`config.mk`:
```
export PLATFORM = sky130hd
export DESIGN_NAME = sfmc_core
export DESIGN_NICKNAME = d
export VERILOG_FILES = /design/src/rtl/sfmc_pkg.sv /design/src/rtl/sfmc_core.sv
export SDC_FILE = /design/constraint.sdc
export NUM_CORES = 1
export LEC_CHECK = 0
export ABC_CLOCK_PERIOD_IN_PS = 4200
export BUFFER_PORTS_ARGS = -buffer_cell sky130_fd_sc_hd__buf_2
export CAP_MARGIN = 5
export CORE_MARGIN = 10
export CORE_UTILIZATION = 39
export DETAILED_ROUTE_END_ITERATION = 7
export GPL_TIMING_DRIVEN = 0
export HOLD_SLACK_MARGIN = 0.12
export PLACE_DENSITY_LB_ADDON = 0.25
export RECOVER_POWER = 50
export SETUP_SLACK_MARGIN = 0.02
export SYNTH_ARGS = -nofsm -noshare
export SYNTH_HDL_FRONTEND = slang
export SYNTH_SLANG_ARGS = --single-unit
```
`constraint.sdc`:
```
create_clock -name core_clk_in -period 4.2 [get_ports core_clk_in]
set_input_delay 0.21 -clock core_clk_in [delete_from_list [all_inputs] [get_ports core_clk_in]]
set_output_delay 0.21 -clock core_clk_in [all_outputs]
set_load 0.05 [all_outputs]
```
`src/rtl/sfmc_pkg.sv`:
```
package sfmc_pkg;

    // ************************************************
    // instruction codes
    // ************************************************
    localparam logic [7:0] CMD_EXIT_QPI  = 8'hFF;
    localparam logic [7:0] CMD_ENTER_QPI = 8'h38;
    localparam logic [7:0] CMD_RST_EN    = 8'h66;
    localparam logic [7:0] CMD_RESET     = 8'h99;
    localparam logic [7:0] CMD_EN4B      = 8'hB7;
    localparam logic [7:0] CMD_EX4B      = 8'hE9;
    localparam logic [7:0] CMD_RD_EXT    = 8'hC8;
    localparam logic [7:0] CMD_WR_EXT    = 8'hC5;
    localparam logic [7:0] CMD_WREN      = 8'h06;
    localparam logic [7:0] CMD_VWREN     = 8'h50;
    localparam logic [7:0] CMD_WRSR      = 8'h01;
    localparam logic [7:0] CMD_RDSR      = 8'h05;
    localparam logic [7:0] CMD_QREAD     = 8'hEB;

    // ************************************************
    // mode byte and rescue pattern
    // ************************************************
    localparam logic [3:0] MODE_KEEP_NIB = 4'hA;
    localparam logic [3:0] RESCUE_NIB    = 4'hF;
    localparam logic [3:0] RESCUE_CLK_3B = 4'h8;
    localparam logic [3:0] RESCUE_CLK_4B = 4'hA;
    localparam logic [3:0] FF_BROKEN     = 4'hF;

    // ************************************************
    // status register 1 layout and values
    // ************************************************
    localparam int         QE_POS        = 6;
    localparam logic [7:0] SR1_WR_MASK   = 8'hFC;
    localparam logic [7:0] SR1_NV_INIT   = 8'h00;
    localparam logic [7:0] EXT_RESET     = 8'h00;

    // ************************************************
    // bus register map and reset values
    // ************************************************
    localparam logic [3:0] OFS_CTRL      = 4'h0;
    localparam logic [3:0] OFS_STATUS    = 4'h4;
    localparam logic [3:0] OFS_ADDR      = 4'h8;
    localparam logic       CTRL_RESET    = 1'b1;
    localparam logic [6:0] SYNC_RESET    = 7'h60;

    // ************************************************
    // frame phases
    // ************************************************
    typedef enum logic [2:0] {
        PH_IDLE  = 3'b000,
        PH_CMD   = 3'b001,
        PH_ADDR  = 3'b010,
        PH_MODE  = 3'b011,
        PH_WDATA = 3'b100,
        PH_RDATA = 3'b101,
        PH_IGN   = 3'b110
    } sfmc_phase_e;

endpackage

```
`src/rtl/sfmc_core.sv`:
```
`timescale 1ns/100ps
`default_nettype none
module sfmc_core (
    input  wire logic        core_clk_in,
    input  wire logic        rstn_in,
    input  wire logic        wb_cyc_in,
    input  wire logic        wb_stb_in,
    input  wire logic        wb_we_in,
    input  wire logic [3:0]  wb_adr_in,
    input  wire logic [3:0]  wb_sel_in,
    input  wire logic [31:0] wb_dat_in,
    output logic      [31:0] wb_dat_out,
    output logic             wb_ack_out,
    input  wire logic        spi_cs_n_in,
    input  wire logic        spi_sclk_in,
    input  wire logic        flash_reset_n_in,
    input  wire logic [3:0]  quad_data_lines_in,
    output logic      [3:0]  quad_data_lines_out,
    output logic      [3:0]  quad_data_lines_oe_out,
    output logic      [31:0] read_addr_out,
    output logic             read_start_out
);

    // ************************************************
    // declarations
    // ************************************************
    logic [6:0]  sync1;
    logic [6:0]  sync2;
    logic        sclk_d;
    logic        cs_d;
    logic        ctrl_en;
    logic        qpi_mode;
    logic        four_byte;
    logic        cont_read;
    logic        wel;
    logic        vol_we;
    logic        vol_active;
    logic        rst_en;
    logic [7:0]  ext_addr;
    logic [7:0]  sr1_nv;
    logic [7:0]  sr1_vol;
    logic [3:0]  bit_cnt;
    logic [7:0]  shift_in;
    logic [7:0]  cmd;
    logic        cmd_ok;
    logic [2:0]  byte_cnt;
    logic [31:0] addr;
    logic [7:0]  wdata;
    logic [1:0]  wcnt;
    logic        mode_seen;
    logic        mode_keep;
    logic [3:0]  ff_cnt;
    logic        rescue;
    logic [7:0]  out_sh;
    sfmc_pkg::sfmc_phase_e phase;
    sfmc_pkg::sfmc_phase_e cmd_phase;

    // ************************************************
    // pin synchronisers
    // ************************************************
    // two stages for every pin, only sync2 is read
    always_ff @(posedge core_clk_in or negedge rstn_in)
    begin
        if (!rstn_in)
        begin
            sync1 <= sfmc_pkg::SYNC_RESET;
            sync2 <= sfmc_pkg::SYNC_RESET;
        end
        else
        begin
            sync1 <= {flash_reset_n_in, spi_cs_n_in, spi_sclk_in, quad_data_lines_in};
            sync2 <= sync1;
        end
    end

    // edge history of the synchronised clock and chip select pins
    always_ff @(posedge core_clk_in or negedge rstn_in)
    begin
        if (!rstn_in)
        begin
            sclk_d <= 1'b0;
            cs_d   <= 1'b1;
        end
        else
        begin
            sclk_d <= sync2[4];
            cs_d   <= sync2[5];
        end
    end

    // ************************************************
    // link decode
    // ************************************************
    // reset pin is always honoured, nothing masks it
    wire       pin_rst_n  = sync2[6];
    wire       cs_n       = sync2[5];
    wire       sclk       = sync2[4];
    wire [3:0] dq         = sync2[3:0];
    wire       link_on    = ctrl_en & pin_rst_n;
    wire       sclk_rise  = sclk & ~sclk_d & ~cs_n;
    wire       sclk_fall  = ~sclk & sclk_d & ~cs_n;
    wire       cs_fall    = ~cs_n & cs_d;
    wire       cs_rise    = cs_n & ~cs_d;
    wire       active     = link_on & (phase != sfmc_pkg::PH_IDLE);

    // lane count: quad in quad mode and on the quad read path
    wire quad_now = qpi_mode | (phase == sfmc_pkg::PH_ADDR) | (phase == sfmc_pkg::PH_MODE);
    wire [3:0] next_bits = bit_cnt + (quad_now ? 4'h4 : 4'h1);
    wire       byte_done = (next_bits == 4'h8);
    wire [7:0] next_shift = quad_now ? {shift_in[3:0], dq} : {shift_in[6:0], dq[0]};

    // status register view, low two bits status only
    wire [7:0] sr1_eff  = vol_active ? sr1_vol : sr1_nv;
    wire [7:0] sr1_read = {sr1_eff[7:2], wel, 1'b0};
    wire       qe       = sr1_eff[sfmc_pkg::QE_POS];
    wire [2:0] addr_bytes = four_byte ? 3'h4 : 3'h3;
    wire [3:0] rescue_clks = four_byte ? sfmc_pkg::RESCUE_CLK_4B : sfmc_pkg::RESCUE_CLK_3B;
    wire       dq_all_f = (dq == sfmc_pkg::RESCUE_NIB);
    wire       ff_hit   = dq_all_f & (ff_cnt != sfmc_pkg::FF_BROKEN) & ((ff_cnt + 4'h1) == rescue_clks);

    // frame end decode
    wire end_ok  = cs_rise & cmd_ok & link_on;
    wire do_soft = end_ok & (cmd == sfmc_pkg::CMD_RESET) & rst_en;
    wire dev_rst = ~pin_rst_n | do_soft;
    wire [7:0] sr1_new = wdata & sfmc_pkg::SR1_WR_MASK;

    // phase that follows each instruction byte
    assign cmd_phase =
        ((next_shift == sfmc_pkg::CMD_WRSR) || (next_shift == sfmc_pkg::CMD_WR_EXT)) ? sfmc_pkg::PH_WDATA :
        ((next_shift == sfmc_pkg::CMD_RDSR) || (next_shift == sfmc_pkg::CMD_RD_EXT)) ? sfmc_pkg::PH_RDATA :
        ((next_shift == sfmc_pkg::CMD_QREAD) && qe) ? sfmc_pkg::PH_ADDR :
        sfmc_pkg::PH_IGN;

    // segment mapping of a 24-bit address
    wire [31:0] map_addr = four_byte ? addr : {ext_addr, addr[23:0]};

    // ************************************************
    // frame engine
    // ************************************************
    // frame start, bit collection and phase steps
    always_ff @(posedge core_clk_in or negedge rstn_in)
    begin
        if (!rstn_in)
        begin
            phase          <= sfmc_pkg::PH_IDLE;
            bit_cnt        <= 4'h0;
            shift_in       <= 8'h00;
            cmd            <= 8'h00;
            cmd_ok         <= 1'b0;
            byte_cnt       <= 3'h0;
            addr           <= 32'h0000_0000;
            wdata          <= 8'h00;
            wcnt           <= 2'h0;
            mode_seen      <= 1'b0;
            mode_keep      <= 1'b0;
            ff_cnt         <= sfmc_pkg::FF_BROKEN;
            rescue         <= 1'b0;
            read_start_out <= 1'b0;
            read_addr_out  <= 32'h0000_0000;
        end
        else
        begin
            read_start_out <= 1'b0;
            if (cs_rise | ~link_on)
            begin
                phase <= sfmc_pkg::PH_IDLE;
            end
            else if (cs_fall)
            begin
                // continuous read frames skip the instruction
                phase     <= cont_read ? sfmc_pkg::PH_ADDR : sfmc_pkg::PH_CMD;
                cmd       <= sfmc_pkg::CMD_QREAD;
                cmd_ok    <= cont_read;
                ff_cnt    <= cont_read ? 4'h0 : sfmc_pkg::FF_BROKEN;
                bit_cnt   <= 4'h0;
                byte_cnt  <= 3'h0;
                addr      <= 32'h0000_0000;
                wcnt      <= 2'h0;
                mode_seen <= 1'b0;
                rescue    <= 1'b0;
            end
            else if (sclk_rise & active)
            begin
                bit_cnt  <= byte_done ? 4'h0 : next_bits;
                shift_in <= next_shift;
                // run of all-ones nibbles from the frame start
                if (ff_cnt != sfmc_pkg::FF_BROKEN)
                begin
                    ff_cnt <= dq_all_f ? ff_cnt + 4'h1 : sfmc_pkg::FF_BROKEN;
                end
                if (ff_hit)
                begin
                    rescue <= 1'b1;
                    phase  <= sfmc_pkg::PH_IGN;
                end
                else if (byte_done)
                begin
                    case (phase)
                        sfmc_pkg::PH_CMD:
                        begin
                            cmd    <= next_shift;
                            cmd_ok <= 1'b1;
                            phase  <= cmd_phase;
                        end
                        sfmc_pkg::PH_ADDR:
                        begin
                            addr     <= {addr[23:0], next_shift};
                            byte_cnt <= byte_cnt + 3'h1;
                            if ((byte_cnt + 3'h1) == addr_bytes)
                            begin
                                phase <= sfmc_pkg::PH_MODE;
                            end
                        end
                        sfmc_pkg::PH_MODE:
                        begin
                            mode_seen      <= 1'b1;
                            mode_keep      <= (next_shift[7:4] == sfmc_pkg::MODE_KEEP_NIB);
                            phase          <= sfmc_pkg::PH_IGN;
                            read_start_out <= 1'b1;
                            read_addr_out  <= map_addr;
                        end
                        sfmc_pkg::PH_WDATA:
                        begin
                            if (wcnt == 2'h0)
                            begin
                                wdata <= next_shift;
                            end
                            wcnt <= (wcnt == 2'h2) ? 2'h2 : wcnt + 2'h1;
                        end
                        default:
                        begin
                            phase <= phase;
                        end
                    endcase
                end
            end
        end
    end

    // ************************************************
    // mode state
    // ************************************************
    // instruction effects at the end of each frame
    always_ff @(posedge core_clk_in or negedge rstn_in)
    begin
        if (!rstn_in)
        begin
            qpi_mode   <= 1'b0;
            four_byte  <= 1'b0;
            cont_read  <= 1'b0;
            wel        <= 1'b0;
            vol_we     <= 1'b0;
            rst_en     <= 1'b0;
            ext_addr   <= sfmc_pkg::EXT_RESET;
            vol_active <= 1'b0;
            sr1_vol    <= sfmc_pkg::SR1_NV_INIT;
            sr1_nv     <= sfmc_pkg::SR1_NV_INIT;
        end
        else if (dev_rst)
        begin
            // volatile status copy survives until power off
            qpi_mode  <= 1'b0;
            four_byte <= 1'b0;
            cont_read <= 1'b0;
            wel       <= 1'b0;
            vol_we    <= 1'b0;
            rst_en    <= 1'b0;
            ext_addr  <= sfmc_pkg::EXT_RESET;
        end
        else if (cs_rise)
        begin
            rst_en <= end_ok & (cmd == sfmc_pkg::CMD_RST_EN);
            if (mode_seen)
            begin
                cont_read <= mode_keep;
            end
            if (rescue)
            begin
                cont_read <= 1'b0;
            end
            if (end_ok)
            begin
                case (cmd)
                    sfmc_pkg::CMD_WREN:      wel <= 1'b1;
                    sfmc_pkg::CMD_VWREN:     vol_we <= 1'b1;
                    sfmc_pkg::CMD_EXIT_QPI:  qpi_mode <= 1'b0;
                    sfmc_pkg::CMD_ENTER_QPI: qpi_mode <= qpi_mode | qe;
                    sfmc_pkg::CMD_EN4B:      four_byte <= 1'b1;
                    sfmc_pkg::CMD_EX4B:      four_byte <= 1'b0;
                    sfmc_pkg::CMD_WR_EXT:
                    begin
                        if (wcnt == 2'h1)
                        begin
                            ext_addr <= wdata;
                        end
                    end
                    sfmc_pkg::CMD_WRSR:
                    begin
                        if (wcnt != 2'h0)
                        begin
                            if (vol_we)
                            begin
                                sr1_vol    <= sr1_new;
                                vol_active <= 1'b1;
                            end
                            else if (wel)
                            begin
                                sr1_nv <= sr1_new;
                            end
                            wel    <= 1'b0;
                            vol_we <= 1'b0;
                        end
                    end
                    default:
                    begin
                        wel <= wel;
                    end
                endcase
            end
        end
    end

    // ************************************************
    // read data driver
    // ************************************************
    // shift out on falling clock, byte repeats
    always_ff @(posedge core_clk_in or negedge rstn_in)
    begin
        if (!rstn_in)
        begin
            out_sh                 <= 8'h00;
            quad_data_lines_out    <= 4'h0;
            quad_data_lines_oe_out <= 4'h0;
        end
        else if (~active)
        begin
            quad_data_lines_oe_out <= 4'h0;
        end
        else if (sclk_rise & byte_done & (phase == sfmc_pkg::PH_CMD))
        begin
            out_sh <= (next_shift == sfmc_pkg::CMD_RD_EXT) ? ext_addr : sr1_read;
        end
        else if (sclk_fall & (phase == sfmc_pkg::PH_RDATA))
        begin
            if (qpi_mode)
            begin
                quad_data_lines_out    <= out_sh[7:4];
                quad_data_lines_oe_out <= 4'hF;
                out_sh                 <= {out_sh[3:0], out_sh[7:4]};
            end
            else
            begin
                quad_data_lines_out    <= {2'b00, out_sh[7], 1'b0};
                quad_data_lines_oe_out <= 4'h2;
                out_sh                 <= {out_sh[6:0], out_sh[7]};
            end
        end
    end

    // ************************************************
    // wishbone slave
    // ************************************************
    wire        bus_req  = wb_cyc_in & wb_stb_in & ~wb_ack_out;
    wire [3:0]  reg_ofs  = {wb_adr_in[3:2], 2'b00};
    wire [31:0] stat_word = {8'h00, sr1_read, ext_addr, 1'b0, rst_en, vol_active, vol_we,
                             wel, cont_read, four_byte, qpi_mode};
    wire [31:0] rd_word  = (reg_ofs == sfmc_pkg::OFS_CTRL)   ? {31'h0000_0000, ctrl_en} :
                           (reg_ofs == sfmc_pkg::OFS_STATUS) ? stat_word :
                           (reg_ofs == sfmc_pkg::OFS_ADDR)   ? read_addr_out : 32'h0000_0000;

    // one wait state answer, control write on lane 0
    always_ff @(posedge core_clk_in or negedge rstn_in)
    begin
        if (!rstn_in)
        begin
            wb_ack_out <= 1'b0;
            wb_dat_out <= 32'h0000_0000;
            ctrl_en    <= sfmc_pkg::CTRL_RESET;
        end
        else
        begin
            wb_ack_out <= bus_req;
            wb_dat_out <= bus_req ? rd_word : wb_dat_out;
            if (bus_req & wb_we_in & wb_sel_in[0] & (reg_ofs == sfmc_pkg::OFS_CTRL))
            begin
                ctrl_en <= wb_dat_in[0];
            end
        end
    end
endmodule
`default_nettype wire

```
==> results of run 1 <==
==> cells in the final DEF (no fill, tap or decap), types with 8 or more instances in the layout <==
master / instances
sky130_fd_sc_hd__mux2_2: 40
sky130_fd_sc_hd__a22oi_1: 26
sky130_fd_sc_hd__clkbuf_1: 81
sky130_fd_sc_hd__clkbuf_16: 17
sky130_fd_sc_hd__buf_4: 8
sky130_fd_sc_hd__mux2_1: 30
sky130_fd_sc_hd__dfstp_2: 9
sky130_fd_sc_hd__nor2b_1: 8
sky130_fd_sc_hd__nor3_1: 16
sky130_fd_sc_hd__nand2_1: 112
sky130_fd_sc_hd__o21ai_0: 64
sky130_fd_sc_hd__a21oi_1: 18
sky130_fd_sc_hd__mux2i_1: 17
sky130_fd_sc_hd__a32o_1: 30
sky130_fd_sc_hd__buf_2: 45
sky130_fd_sc_hd__inv_1: 17
sky130_fd_sc_hd__dlygate4sd3_1: 9
sky130_fd_sc_hd__nand3_1: 18
sky130_fd_sc_hd__dfrtp_1: 189
sky130_fd_sc_hd__nor2_1: 34
sky130_fd_sc_hd__nor4_1: 11
==> metal layers <==
metal / part of all wire, % / vias up / wire (um)
met5: 0 / - / 0
met4: 2.4 / 0 / 620
met3: 5.5 / 38 / 1398
met2: 46 / 213 / 11840
met1: 46 / 3453 / 11660
li1: - / 3209 / -
==> cell families after synthesis <==
logic type	after synthesis	synth area share, %
and+or+nand+nor	245	13.29
DFF	199	55.29
adders and majority gates	7	0.9423
AOI/OAI and AO/OA	188	14.81
buffers and inverters	68	3.631
xor gates and xnor gates	6	0.5820
muxes	92	11.45
==> power by group through the flow <==
stage	combinational [mW]	clock, mW	sequential (mW)
floorplan	0.214	0	2.07
global placement	0.309	0	2.08
detailed placement	0.320	0	2.08
CTS	0.328	1.74	2.04
global route	0.370	1.81	2.05
finish	0.324	1.71	2.04
==> stage by stage <==
stage | hold WS, ps | power (mW) | cells | TNS, ps | utilization, %
2_1_floorplan | -85.59 | 2.280 | 805 | 0 | -
3_3_place_gp | 314.5 | 2.385 | 1179 | -90540 | 43.29
3_5_place_dp | 316.4 | 2.396 | 1181 | 0 | 43.58
4_1_cts | 159.7 | 4.107 | 1222 | 0 | 46.75
5_1_grt | 174.6 | 4.227 | 1225 | 0 | 46.52
6_report | 168.0 | 4.070 | 1225 | 0 | 46.52
==> flip-flops by register name, summed over array words and instances, names as in the netlist, 7 cells and up <==
name	count
out_sh	8
wb_dat_out	32
ext_addr	8
sync1	7
read_addr_out	32
sync2	7
cmd	8
shift_in	7
wdata	8
addr	32
==> repair_timing <==
item,CTS,global route
hold buffers,9,0
hold endpoints to repair,118,0
gates resized for setup,0,1
setup buffers,0,4
endpoints found under the setup margin,0,49
==> how the worst max path moves through the flow <==
stage	start	endpoint	slack, ps	cells after the start
final	qpi_mode	byte_cnt[1]	360	12
after global placement	rstn_in	wb_dat_out[7]	-510	1
after global routing	qpi_mode	byte_cnt[1]	190	13
after detailed placement	qpi_mode	read_addr_out[18]	50	13
after CTS	qpi_mode	read_addr_out[12]	30	13
after floorplan	phase[2]	mode_keep	890	12
==> final cells by class <==
class / count / area [um^2]
Clock buffer: 17 / 425.4
Tap cell: 285 / 356.6
Buffer: 49 / 256.5
Timing Repair Buffer: 104 / 544.3
Fill cell: 2180 / 12150
Clock inverter: 15 / 206.4
Multi-Input combinational cell: 538 / 3715
Inverter: 18 / 67.56
Sequential cell: 199 / 4992
==> worst register-to-register path, stage by stage, from the launching register on <==
cell and delay [ps]:
sky130_fd_sc_hd__dfrtp_1 560, sky130_fd_sc_hd__inv_1 180, sky130_fd_sc_hd__nand2_1 290, sky130_fd_sc_hd__inv_2 190
sky130_fd_sc_hd__ha_1 240, sky130_fd_sc_hd__ha_1 340, sky130_fd_sc_hd__nor3b_1 210, sky130_fd_sc_hd__and4b_1 380
sky130_fd_sc_hd__nor2_2 90, sky130_fd_sc_hd__or4_1 600, sky130_fd_sc_hd__buf_2 230, sky130_fd_sc_hd__buf_6 170
sky130_fd_sc_hd__a32o_1 270
==> results by group, run 1 <==
Outcome
  – Result of the run: complete, but fails checks
  – Failing checks: max-capacitance violations, max-slew violations

STA
  – Final worst-path setup slack: 357.9 ps
  – Post-Route Skew: 16.53 ps
  – Minimum clock period after layout: 3842 ps
  – Final period util: 91.48%
  – Final Max Tran Viols: 121
  – Pin slew with the least headroom to its limit: 3008 ps
  – Number of setup violations in the final report: 0
  – Max-slew headroom at the worst pin: -100.6%
  – Timing-limited maximum frequency: 260.3 MHz
  – Total count of hold-check failures in the final report: 0
  – RSZ-0062 raised after global routing: no

Power
  – Comb pwr share: 8.0%
  – Power share of the clock group: 41.9%
  – Proportion of total power due to net switching: 27.94%
  – Static Leak: 4.678 nW
  – P_sw: 1.137 mW
  – Cell-internal power: 2.933 mW
  – Power per cell area: 385.3 mW/mm^2
  – Proportion of power drawn by flip-flops and latches: 50.1%
  – IR Drop Worst-Case VDD: 0.2455 mV

Worst setup path
  – Critical path's largest stage delay: 600 ps
  – Arrival time worst endpoint: 4180 ps
  – Worst-path maximum fanout: 10
  – Reg-to-reg slack, setup: 360 ps
  – Critical R2R Launch: qpi_mode
  – Worst path buffer plus inverter count: 4
  – Cell Chain, Critical Path: inv_1, nand2_1, inv_2, ha_1, ha_1, nor3b_1, and4b_1, nor2_2, or4_1, buf_2, buf_6, a32o_1
  – Critical path data required time: 4530 ps
  – Critical path capture point type: flip-flop
  – Slowest cell on the critical path: sky130_fd_sc_hd__or4_1
  – Most common cell type on the critical path: sky130_fd_sc_hd__ha_1
  – Family with the most delay on the worst path: simple AND/OR/NAND/NOR gates
  – R2r worst-path depth: 12
  – WS Path Type: flip-flop to flip-flop
  – R2R Path End: byte_cnt[1]
  – Kind of start point of the critical path: flip-flop

Routing
  – Total wire length after detailed routing: 25520 um
  – Number of remaining DRC errors: 0
  – Initial detailed-routing violation count: 671
  – Total number of vias: 6913
  – Pre-Repair DR Iteration Count: 5
  – Mean number of vias per cell: 5.643
  – Routed length per placed instance: 20.83 um
  – Remaining number of nets flagged by the antenna check after routing: 0

Synthesis
  – Cell type contributing the most total cell area after synthesis: sky130_fd_sc_hd__dfrtp_1
  – Number of instances in the synthesized netlist: 805
  – Syn nets: 863
  – Proportion of register bits with asynchronous set or reset after synthesis: 100.0%
  – Library cell with the highest instance count after synthesis: sky130_fd_sc_hd__dfrtp_1
  – EDFF count, synth: 0
  – Yosys warning count: 0
  – Leading cell types by total area after synthesis: sky130_fd_sc_hd__dfrtp_1, sky130_fd_sc_hd__mux2_2, sky130_fd_sc_hd__nand2_1
  – Register area share after synthesis: 55.29%
  – Mean instance size in the synthesized netlist: 11.22 um^2
  – Summed instance area of the synthesized netlist: 0.009029 mm^2
  – Cell variety after synth: 69
  – Leading register cell type out of synthesis: sky130_fd_sc_hd__dfrtp_1
  – Post-synthesis sequential element count: 199
  – Top cells by count, synth: sky130_fd_sc_hd__dfrtp_1, sky130_fd_sc_hd__nand2_1, sky130_fd_sc_hd__o21ai_0
  – Portion of synthesized cell area occupied by the leading cell type: 52.38%

Floorplan
  – Standard-cell row count: 55
  – Die Footprint: 0.02964 mm^2
  – Die span in y: 172.2 um
  – Core region area: 0.02271 mm^2
  – Initial cell density of the core: 39.76%
  – Number of top-level pins: 126
  – Width of the die: 172.2 um

GRT
  – Wire length of the first global-routing pass: 39650 um
  – Tot GR Track Use: 17.42%
  – Final global-route overflow total: 0
  – Met1 usage: 23.84%
  – Initial antenna violation count: 0
  – GRT busiest layer: met2
  – Maximum number of pins on one net before global-route repair: 122
  – Number of global-route vias before repair: 6783
  – Global-route met2 utilization: 26.50%
  – Met3 usage in global routing: 3.990%

Clock network
  – Clock slew seen by the registers of the worst setup and hold paths: 80 ps
  – Maximum level of the CTS H-tree: 4
  – TritonCTS clock tree: yes
  – Clock Sink Count: 199
  – Number of buffers created by CTS: 17
  – Clock Latency Late Sink: 450 ps
  – Clock tree root buffer cell: sky130_fd_sc_hd__clkbuf_16
  – Clk buf depth: 2

Min path
  – Start point of the worst min-delay path: wb_adr_in[2]
  – Number of instances on the worst hold path: 3
  – Kind of path behind the tightest hold check: input pin to flip-flop
  – Endpoint of the worst hold-timing path: ctrl_en

Placed design
  – Final HPWL DP: 18450 um
  – DP Worst Slack: 50.18 ps
  – Placed Instance Area: 0.009896 mm^2
  – RD Place Congestion: 0.8677
  – # port buffers: 89

Cells and area
  – Share of cells above drive strength 1: 17.87%
  – Number of inserted diodes: 0
  – Area of all placed cells without fillers: 0.01056 mm^2
  – Layout overhead on the synthesized area: 17.00%
  – Number of nets in the finished design: 985

Flow run
  – Max-Cap Viols: 1
Power figures use the tool's default switching activity.
==> inputs of run 2 (changes only) <==
- BUFFER_PORTS_ARGS: -buffer_cell sky130_fd_sc_hd__buf_2 -> -buffer_cell sky130_fd_sc_hd__buf_4
==> results by group, run 2 (synthesized netlist as in run 1, its figures left out) <==
Power
  – Comb pwr share: 8.1% (was 8.0%)
  – Power share of the clock group: 41.1% (was 41.9%)
  – IR Drop Worst-Case VDD: 0.2467 mV (was 0.2455 mV)
  – Overall power: 4.016 mW (was 4.070 mW)
  – Proportion of power drawn by flip-flops and latches: 50.8% (was 50.1%)
  – P_sw: 1.101 mW (was 1.137 mW)
  – Power per cell area: 382.0 mW/mm^2 (was 385.3 mW/mm^2)
  – Cell-internal power: 2.914 mW (was 2.933 mW)
  – Static Leak: 4.545 nW (was 4.678 nW)
  – Proportion of total power due to net switching: 27.42% (was 27.94%)

Routing
  – Initial detailed-routing violation count: 695 (was 671)
  – Total wire length after detailed routing: 25360 um (was 25520 um)
  – Routed length per placed instance: 20.74 um (was 20.83 um)
  – Mean number of vias per cell: 5.655 (was 5.643)
  – Remaining number of nets flagged by the antenna check after routing: 0 (unchanged)
  – Pre-Repair DR Iteration Count: 5 (unchanged)
  – Total number of vias: 6916 (was 6913)
  – Number of remaining DRC errors: 0 (unchanged)

Cells and area
  – Share of cells above drive strength 1: 14.93% (was 17.87%)
  – Number of nets in the finished design: 983 (was 985)
  – Final instance count without filler cells: 1223 (was 1225)
  – Layout overhead on the synthesized area: 16.45% (was 17.00%)
  – Most common cell after layout, fill and taps aside: sky130_fd_sc_hd__dfrtp_1 (unchanged)
  – Number of inserted diodes: 0 (unchanged)
  – Leading cell types in the layout, fill and taps excluded: sky130_fd_sc_hd__dfrtp_1, sky130_fd_sc_hd__nand2_1, sky130_fd_sc_hd__clkbuf_1, sky130_fd_sc_hd__o21ai_0, sky130_fd_sc_hd__mux2_2 (was sky130_fd_sc_hd__dfrtp_1, sky130_fd_sc_hd__nand2_1, sky130_fd_sc_hd__clkbuf_1, sky130_fd_sc_hd__o21ai_0, sky130_fd_sc_hd__buf_2)
  – Largest registers ranked by flip-flop count: addr (32), read_addr_out (32), wb_dat_out (32) (unchanged)
  – Area of all placed cells without fillers: 0.01051 mm^2 (was 0.01056 mm^2)

Clock network
  – Clock tree root buffer cell: sky130_fd_sc_hd__clkbuf_16 (unchanged)
  – Clock slew seen by the registers of the worst setup and hold paths: 80 ps (about the same)
  – Clk buf depth: 2 (unchanged)
  – Maximum level of the CTS H-tree: 4 (unchanged)
  – Clock Sink Count: 199 (unchanged)
  – TritonCTS clock tree: yes (unchanged)
  – Number of buffers created by CTS: 17 (unchanged)
  – Clock Latency Late Sink: 440 ps (was 450 ps)

STA
  – Final period util: 91.91% (was 91.48%)
  – Timing-limited maximum frequency: 259.1 MHz (was 260.3 MHz)
  – Post-Route Skew: 12.43 ps (was 16.53 ps)
  – Number of setup violations in the final report: 0 (unchanged)
  – Max-slew headroom at the worst pin: -58.40% (was -100.6%)
  – Pin slew with the least headroom to its limit: 2376 ps (was 3008 ps)
  – RSZ-0062 raised after global routing: no (unchanged)
  – Minimum clock period after layout: 3860 ps (was 3842 ps)
  – Final Max Tran Viols: 94 (was 121)
  – Total Negative Setup Slacks: 0 ps (unchanged)
  – Total count of hold-check failures in the final report: 0 (unchanged)
  – Post-Route Hold Slack: 160.7 ps (was 168.0 ps)

Min path
  – Kind of path behind the tightest hold check: input pin to flip-flop (unchanged)

Floorplan
  – Width of the die: 172.2 um (unchanged)
  – Core region area: 0.02271 mm^2 (unchanged)
  – Die Footprint: 0.02964 mm^2 (unchanged)
  – Number of top-level pins: 126 (unchanged)
  – Die span in y: 172.2 um (unchanged)
  – Standard-cell row count: 55 (unchanged)
  – Initial cell density of the core: 39.76% (unchanged)

Worst setup path
  – Critical path data required time: 4470 ps (was 4530 ps)
  – Critical path capture point type: flip-flop (unchanged)
  – Arrival time worst endpoint: 4130 ps (was 4180 ps)
  – Worst-path maximum fanout: 10 (unchanged)
  – Kind of start point of the critical path: flip-flop (unchanged)
  – WS Path Type: flip-flop to flip-flop (unchanged)

GRT
  – Wire length of the first global-routing pass: 39630 um (was 39650 um)
  – Final global-route overflow total: 0 (unchanged)
  – Maximum number of pins on one net before global-route repair: 107 (was 122)
  – Number of global-route vias before repair: 6688 (was 6783)
  – Tot GR Track Use: 17.36% (was 17.42%)
  – Initial antenna violation count: 0 (unchanged)

Placed design
  – Final HPWL DP: 18690 um (was 18450 um)
  – # port buffers: 89 (unchanged)
  – Placed cells: 1180 (was 1181)
  – Placed Instance Area: 0.01009 mm^2 (was 0.009896 mm^2)
  – RD Place Congestion: 0.8709 (was 0.8677)

Flow run
  – Max-Cap Viols: 1 (unchanged)

Outcome
  – Result of the run: complete, but fails checks (unchanged)
  – Failing checks: max-capacitance violations, max-slew violations (unchanged)
[run 2: cell types whose count changed in the layout (fill, tap and decap cells not counted), moves of 3 or more]
| cell | previous run | this run |
|---|---|---|
| sky130_fd_sc_hd__buf_2 | 45 | 4 |
| sky130_fd_sc_hd__clkbuf_1 | 81 | 108 |
| sky130_fd_sc_hd__clkbuf_4 | 0 | 7 |
| sky130_fd_sc_hd__buf_4 | 8 | 14 |
| sky130_fd_sc_hd__clkinv_8 | 6 | 3 |
[run 2: final timing paths]
kind / cells past startpoint / endpoint / startpoint / slack, ps
max in group asynchronous: 3 / read_addr_out[18] / rstn_in / 1760
min: 3 / ctrl_en / wb_adr_in[2] / 160
min reg2reg: 0 / sync2[2] / sync1[2] / 350
max: 11 / addr[0] / qpi_mode / 340
max reg2reg: 11 / addr[0] / qpi_mode / 340
min in group asynchronous: 2 / bit_cnt[3] / rstn_in / 1040
[run 2: critical path: stages (launching register included)]
cell and delay, ps:
sky130_fd_sc_hd__dfrtp_1 570, sky130_fd_sc_hd__inv_1 180, sky130_fd_sc_hd__nand2_1 290, sky130_fd_sc_hd__inv_2 180, sky130_fd_sc_hd__ha_1 230, sky130_fd_sc_hd__ha_1 330, sky130_fd_sc_hd__nor3b_1 220, sky130_fd_sc_hd__and4b_1 390
sky130_fd_sc_hd__nor2_2 90, sky130_fd_sc_hd__buf_6 170, sky130_fd_sc_hd__nor4_1 880, sky130_fd_sc_hd__o22ai_1 160
[run 2: cell type report]
class,instances,area [um^2]
Sequential cell,199,4992
Fill cell,2176,12200
Clock buffer,17,425.4
Inverter,18,67.56
Clock inverter,15,172.7
Tap cell,285,356.6
Multi-Input combinational cell,538,3715
Timing Repair Buffer,102,528.0
Buffer,49,256.5
[run 2: per-layer routing]
metal,track usage [%],wire length [um]
met1,24.28,11830
met5,0,0
met3,3.329,1295
met2,26.30,11590
met4,5.997,643
[run 2: timing repair]
item,in CTS,in global routing
hold buffers,9,0
gates resized for setup,0,1
endpoints found under the hold margin,92,0
setup buffers,0,3
setup endpoints to repair,29,69
pin swaps,1,1
[run 2: stage by stage]
step / worst slack, ps / utilization [%]
4_1_cts: 58.74 / 47.45
3_5_place_dp: 7.053 / 44.42
5_1_grt: 107.7 / 46.30
2_1_floorplan: 886.5 / -
3_3_place_gp: 60.85 / 44.27
6_report: 339.8 / 46.30
[run 2: power by group through the flow]
stage | clock network (mW) | logic (mW) | registers, mW
2_1_floorplan | 0 | 0.214 | 2.07
3_3_place_gp | 0 | 0.312 | 2.08
3_5_place_dp | 0 | 0.321 | 2.08
4_1_cts | 1.68 | 0.328 | 2.04
5_1_grt | 1.75 | 0.370 | 2.05
6_report | 1.65 | 0.325 | 2.04
==> inputs of run 3 (changes only) <==
--- a/constraint.sdc
+++ b/constraint.sdc
@@ -3,2 +3,2 @@
 set_output_delay 0.21 -clock core_clk_in [all_outputs]
-set_load 0.05 [all_outputs]
+set_load 0.005 [all_outputs]
==> results by group, run 3 (synthesized netlist as in run 1, its figures left out) <==
Outcome
  – Result of the run: complete, but fails checks (unchanged)
  – Failing checks: max-capacitance violations, max-slew violations (unchanged)

STA
  – Post-Route Skew: 12.76 ps (was 12.43 ps)
  – Final Max Tran Viols: 94 (unchanged)
  – Final worst-path setup slack: 355.6 ps (was 339.8 ps)
  – Number of setup violations in the final report: 0 (unchanged)
  – Final period util: 91.53% (was 91.91%)
  – Minimum clock period after layout: 3844 ps (was 3860 ps)
  – Total Negative Setup Slacks: 0 ps (unchanged)
  – Timing-limited maximum frequency: 260.1 MHz (was 259.1 MHz)
  – Pin slew with the least headroom to its limit: 2380 ps (was 2376 ps)
  – Max-slew headroom at the worst pin: -58.65% (was -58.40%)
  – RSZ-0062 raised after global routing: no (unchanged)
  – Total count of hold-check failures in the final report: 0 (unchanged)

GRT
  – Wire length of the first global-routing pass: 39630 um (unchanged)
  – Final global-route overflow total: 0 (unchanged)
  – Tot GR Track Use: 17.36% (unchanged)
  – Initial antenna violation count: 0 (unchanged)
  – Number of global-route vias before repair: 6688 (unchanged)
  – Maximum number of pins on one net before global-route repair: 107 (unchanged)

Worst setup path
  – Most common cell type on the critical path: sky130_fd_sc_hd__ha_1 (unchanged)
  – Critical path capture point type: flip-flop (unchanged)
  – R2r worst-path depth: 12 (was 11)
  – Critical path data required time: 4530 ps (was 4470 ps)
  – Kind of start point of the critical path: flip-flop (unchanged)
  – Slowest cell on the critical path: sky130_fd_sc_hd__or4_1 (was sky130_fd_sc_hd__nor4_1)
  – Arrival time worst endpoint: 4170 ps (was 4130 ps)
  – Critical R2R Launch: qpi_mode (unchanged)
  – Cell Chain, Critical Path: inv_1, nand2_1, inv_2, ha_1, ha_1, nor3b_1, and4b_1, nor2_2, or4_1, buf_2, buf_6, a32o_1 (was inv_1, nand2_1, inv_2, ha_1, ha_1, nor3b_1, and4b_1, nor2_2, buf_6, nor4_1, o22ai_1)
  – WS Path Type: flip-flop to flip-flop (unchanged)
  – Critical path's largest stage delay: 600 ps (was 880 ps)
  – R2R Path End: addr[22] (was addr[0])
  – Reg-to-reg slack, setup: 360 ps (was 340 ps)
  – Worst-path maximum fanout: 10 (unchanged)

Routing
  – Total wire length after detailed routing: 25390 um (was 25360 um)
  – Highest routed metal layer: met4 (unchanged)
  – Number of remaining DRC errors: 0 (unchanged)
  – Remaining number of nets flagged by the antenna check after routing: 0 (unchanged)
  – Routed length per placed instance: 20.76 um (was 20.74 um)
  – Pre-Repair DR Iteration Count: 5 (unchanged)
  – M1 WL: 11700 um (was 11830 um)
  – Total number of vias: 6920 (was 6916)
  – Mean number of vias per cell: 5.658 (was 5.655)
  – Met3 layer wire length in the routed design: 1366 um (was 1295 um)
  – Initial detailed-routing violation count: 746 (was 695)
  – Met2 WL post-DR: 11740 um (was 11590 um)

Power
  – IR Drop Worst-Case VDD: 0.2480 mV (was 0.2467 mV)
  – Power per cell area: 375.3 mW/mm^2 (was 382.0 mW/mm^2)
  – Static Leak: 4.707 nW (was 4.545 nW)

Floorplan
  – Initial cell density of the core: 39.76% (unchanged)
  – Standard-cell row count: 55 (unchanged)
  – Number of top-level pins: 126 (unchanged)
  – Die span in y: 172.2 um (unchanged)
  – Width of the die: 172.2 um (unchanged)
  – Die Footprint: 0.02964 mm^2 (unchanged)
  – Core region area: 0.02271 mm^2 (unchanged)

Min path
  – Start point of the worst min-delay path: wb_adr_in[2] (unchanged)
  – Endpoint of the worst hold-timing path: ctrl_en (unchanged)
  – Kind of path behind the tightest hold check: input pin to flip-flop (unchanged)
  – Number of instances on the worst hold path: 3 (unchanged)

Clock network
  – Clock Sink Count: 199 (unchanged)
  – Clock Latency Late Sink: 440 ps (about the same)
  – Number of buffers created by CTS: 17 (unchanged)
  – Clock slew seen by the registers of the worst setup and hold paths: 80 ps (about the same)
  – Maximum level of the CTS H-tree: 4 (unchanged)
  – Clock tree root buffer cell: sky130_fd_sc_hd__clkbuf_16 (unchanged)
  – Clk buf depth: 2 (unchanged)
  – TritonCTS clock tree: yes (unchanged)

Placed design
  – Placed cells: 1180 (unchanged)
  – RD Place Congestion: 0.8709 (unchanged)
  – DP Worst Slack: 7.053 ps (unchanged)
  – Final HPWL DP: 18690 um (unchanged)
  – # port buffers: 89 (unchanged)

Cells and area
  – Final instance count without filler cells: 1223 (unchanged)
  – Layout overhead on the synthesized area: 18.28% (was 16.45%)
  – Most common cell after layout, fill and taps aside: sky130_fd_sc_hd__dfrtp_1 (unchanged)
  – FILL cells: 2141 (was 2176)
  – Largest registers ranked by flip-flop count: addr (32), read_addr_out (32), wb_dat_out (32) (unchanged)
  – Number of nets in the finished design: 983 (unchanged)
  – Number of inserted diodes: 0 (unchanged)
  – Area of the multi-input gates: 0.003715 mm^2 (unchanged)
  – Post-layout utilization of the core: 47.02% (was 46.30%)
  – Leading cell types in the layout, fill and taps excluded: sky130_fd_sc_hd__dfrtp_1, sky130_fd_sc_hd__nand2_1, sky130_fd_sc_hd__clkbuf_1, sky130_fd_sc_hd__o21ai_0, sky130_fd_sc_hd__clkbuf_4 (was sky130_fd_sc_hd__dfrtp_1, sky130_fd_sc_hd__nand2_1, sky130_fd_sc_hd__clkbuf_1, sky130_fd_sc_hd__o21ai_0, sky130_fd_sc_hd__mux2_2)
  – Share of cells above drive strength 1: 19.62% (was 14.93%)
  – Area taken by flip-flops and latches: 0.004992 mm^2 (unchanged)

Flow run
  – Max-Cap Viols: 1 (unchanged)
-- run 3: cell counts in the layout (fill, tap and decap cells not counted) --
Identical to the previous run, type by type.
-- run 3: area by class of cell --
type,instances,share of cell area [%]
multi-input combinational,538,34.79
timing repair buffer,102,6.491
sequential,199,46.75
tap,285,3.339
inverter,18,0.6327
buffer,49,2.402
clock buffer,17,3.984
clock inverter,15,1.617
-- run 3: power breakdown --
part | total (mW) | leakage, nW | internal, mW | switching, mW
logic | 0.321 | 1.72 | 0.120 | 0.201
clock network | 1.65 | 0.290 | 0.809 | 0.836
registers | 2.04 | 2.70 | 1.99 | 0.0553
-- run 3: worst max path at each step --
| stage | end | depth (start not counted) | slack [ps] | start |
|---|---|---|---|---|
| global placement | read_addr_out[16] | 13 | 60 | qpi_mode |
| detailed placement | read_addr_out[9] | 13 | 7 | qpi_mode |
| CTS | byte_cnt[1] | 14 | 60 | qpi_mode |
| finish | addr[22] | 12 | 360 | qpi_mode |
| global route | addr[28] | 13 | 110 | qpi_mode |
| floorplan | mode_keep | 12 | 890 | phase[2] |
-- run 3: worst max-delay path, delay by kind of cell, from the launching register on --
family / cells / cell delay (ps)
AOI/OAI and AO/OA: 1 / 250
adders and majority gates: 2 / 560
buffers and inverters: 4 / 750
and+or+nand+nor: 5 / 1570
DFF: 1 / 570
-- run 3: metrics by stage --
| step | hold WS [ps] | total power [mW] | instance area (um^2) |
|---|---|---|---|
| final | 158.7 | 4.008 | 10680 |
| after global routing | 157.8 | 4.171 | 10680 |
| after CTS | 143.4 | 4.041 | 10780 |
| after detailed placement | 293.1 | 2.393 | 10090 |
| after global placement | 318.8 | 2.383 | 10050 |
| after floorplan | -85.59 | 2.275 | 9029 |
-- run 3: timing repair --
| item | in CTS | in global routing |
|---|---|---|
| hold buffers | 9 | 0 |
| buffers inserted | 0 | 3 |
| gates resized for setup | 0 | 1 |
| pin swaps | 1 | 1 |
| hold endpoints to repair | 92 | 0 |
| endpoints found under the setup margin | 29 | 69 |
-- run 3: routing by layer --
| layer | up-vias | track usage, % |
|---|---|---|
| li1 | 3210 | - |
| met1 | 3451 | 24.28 |
| met2 | 223 | 26.30 |
| met3 | 36 | 3.329 |
| met4 | 0 | 5.997 |
| met5 | - | 0 |
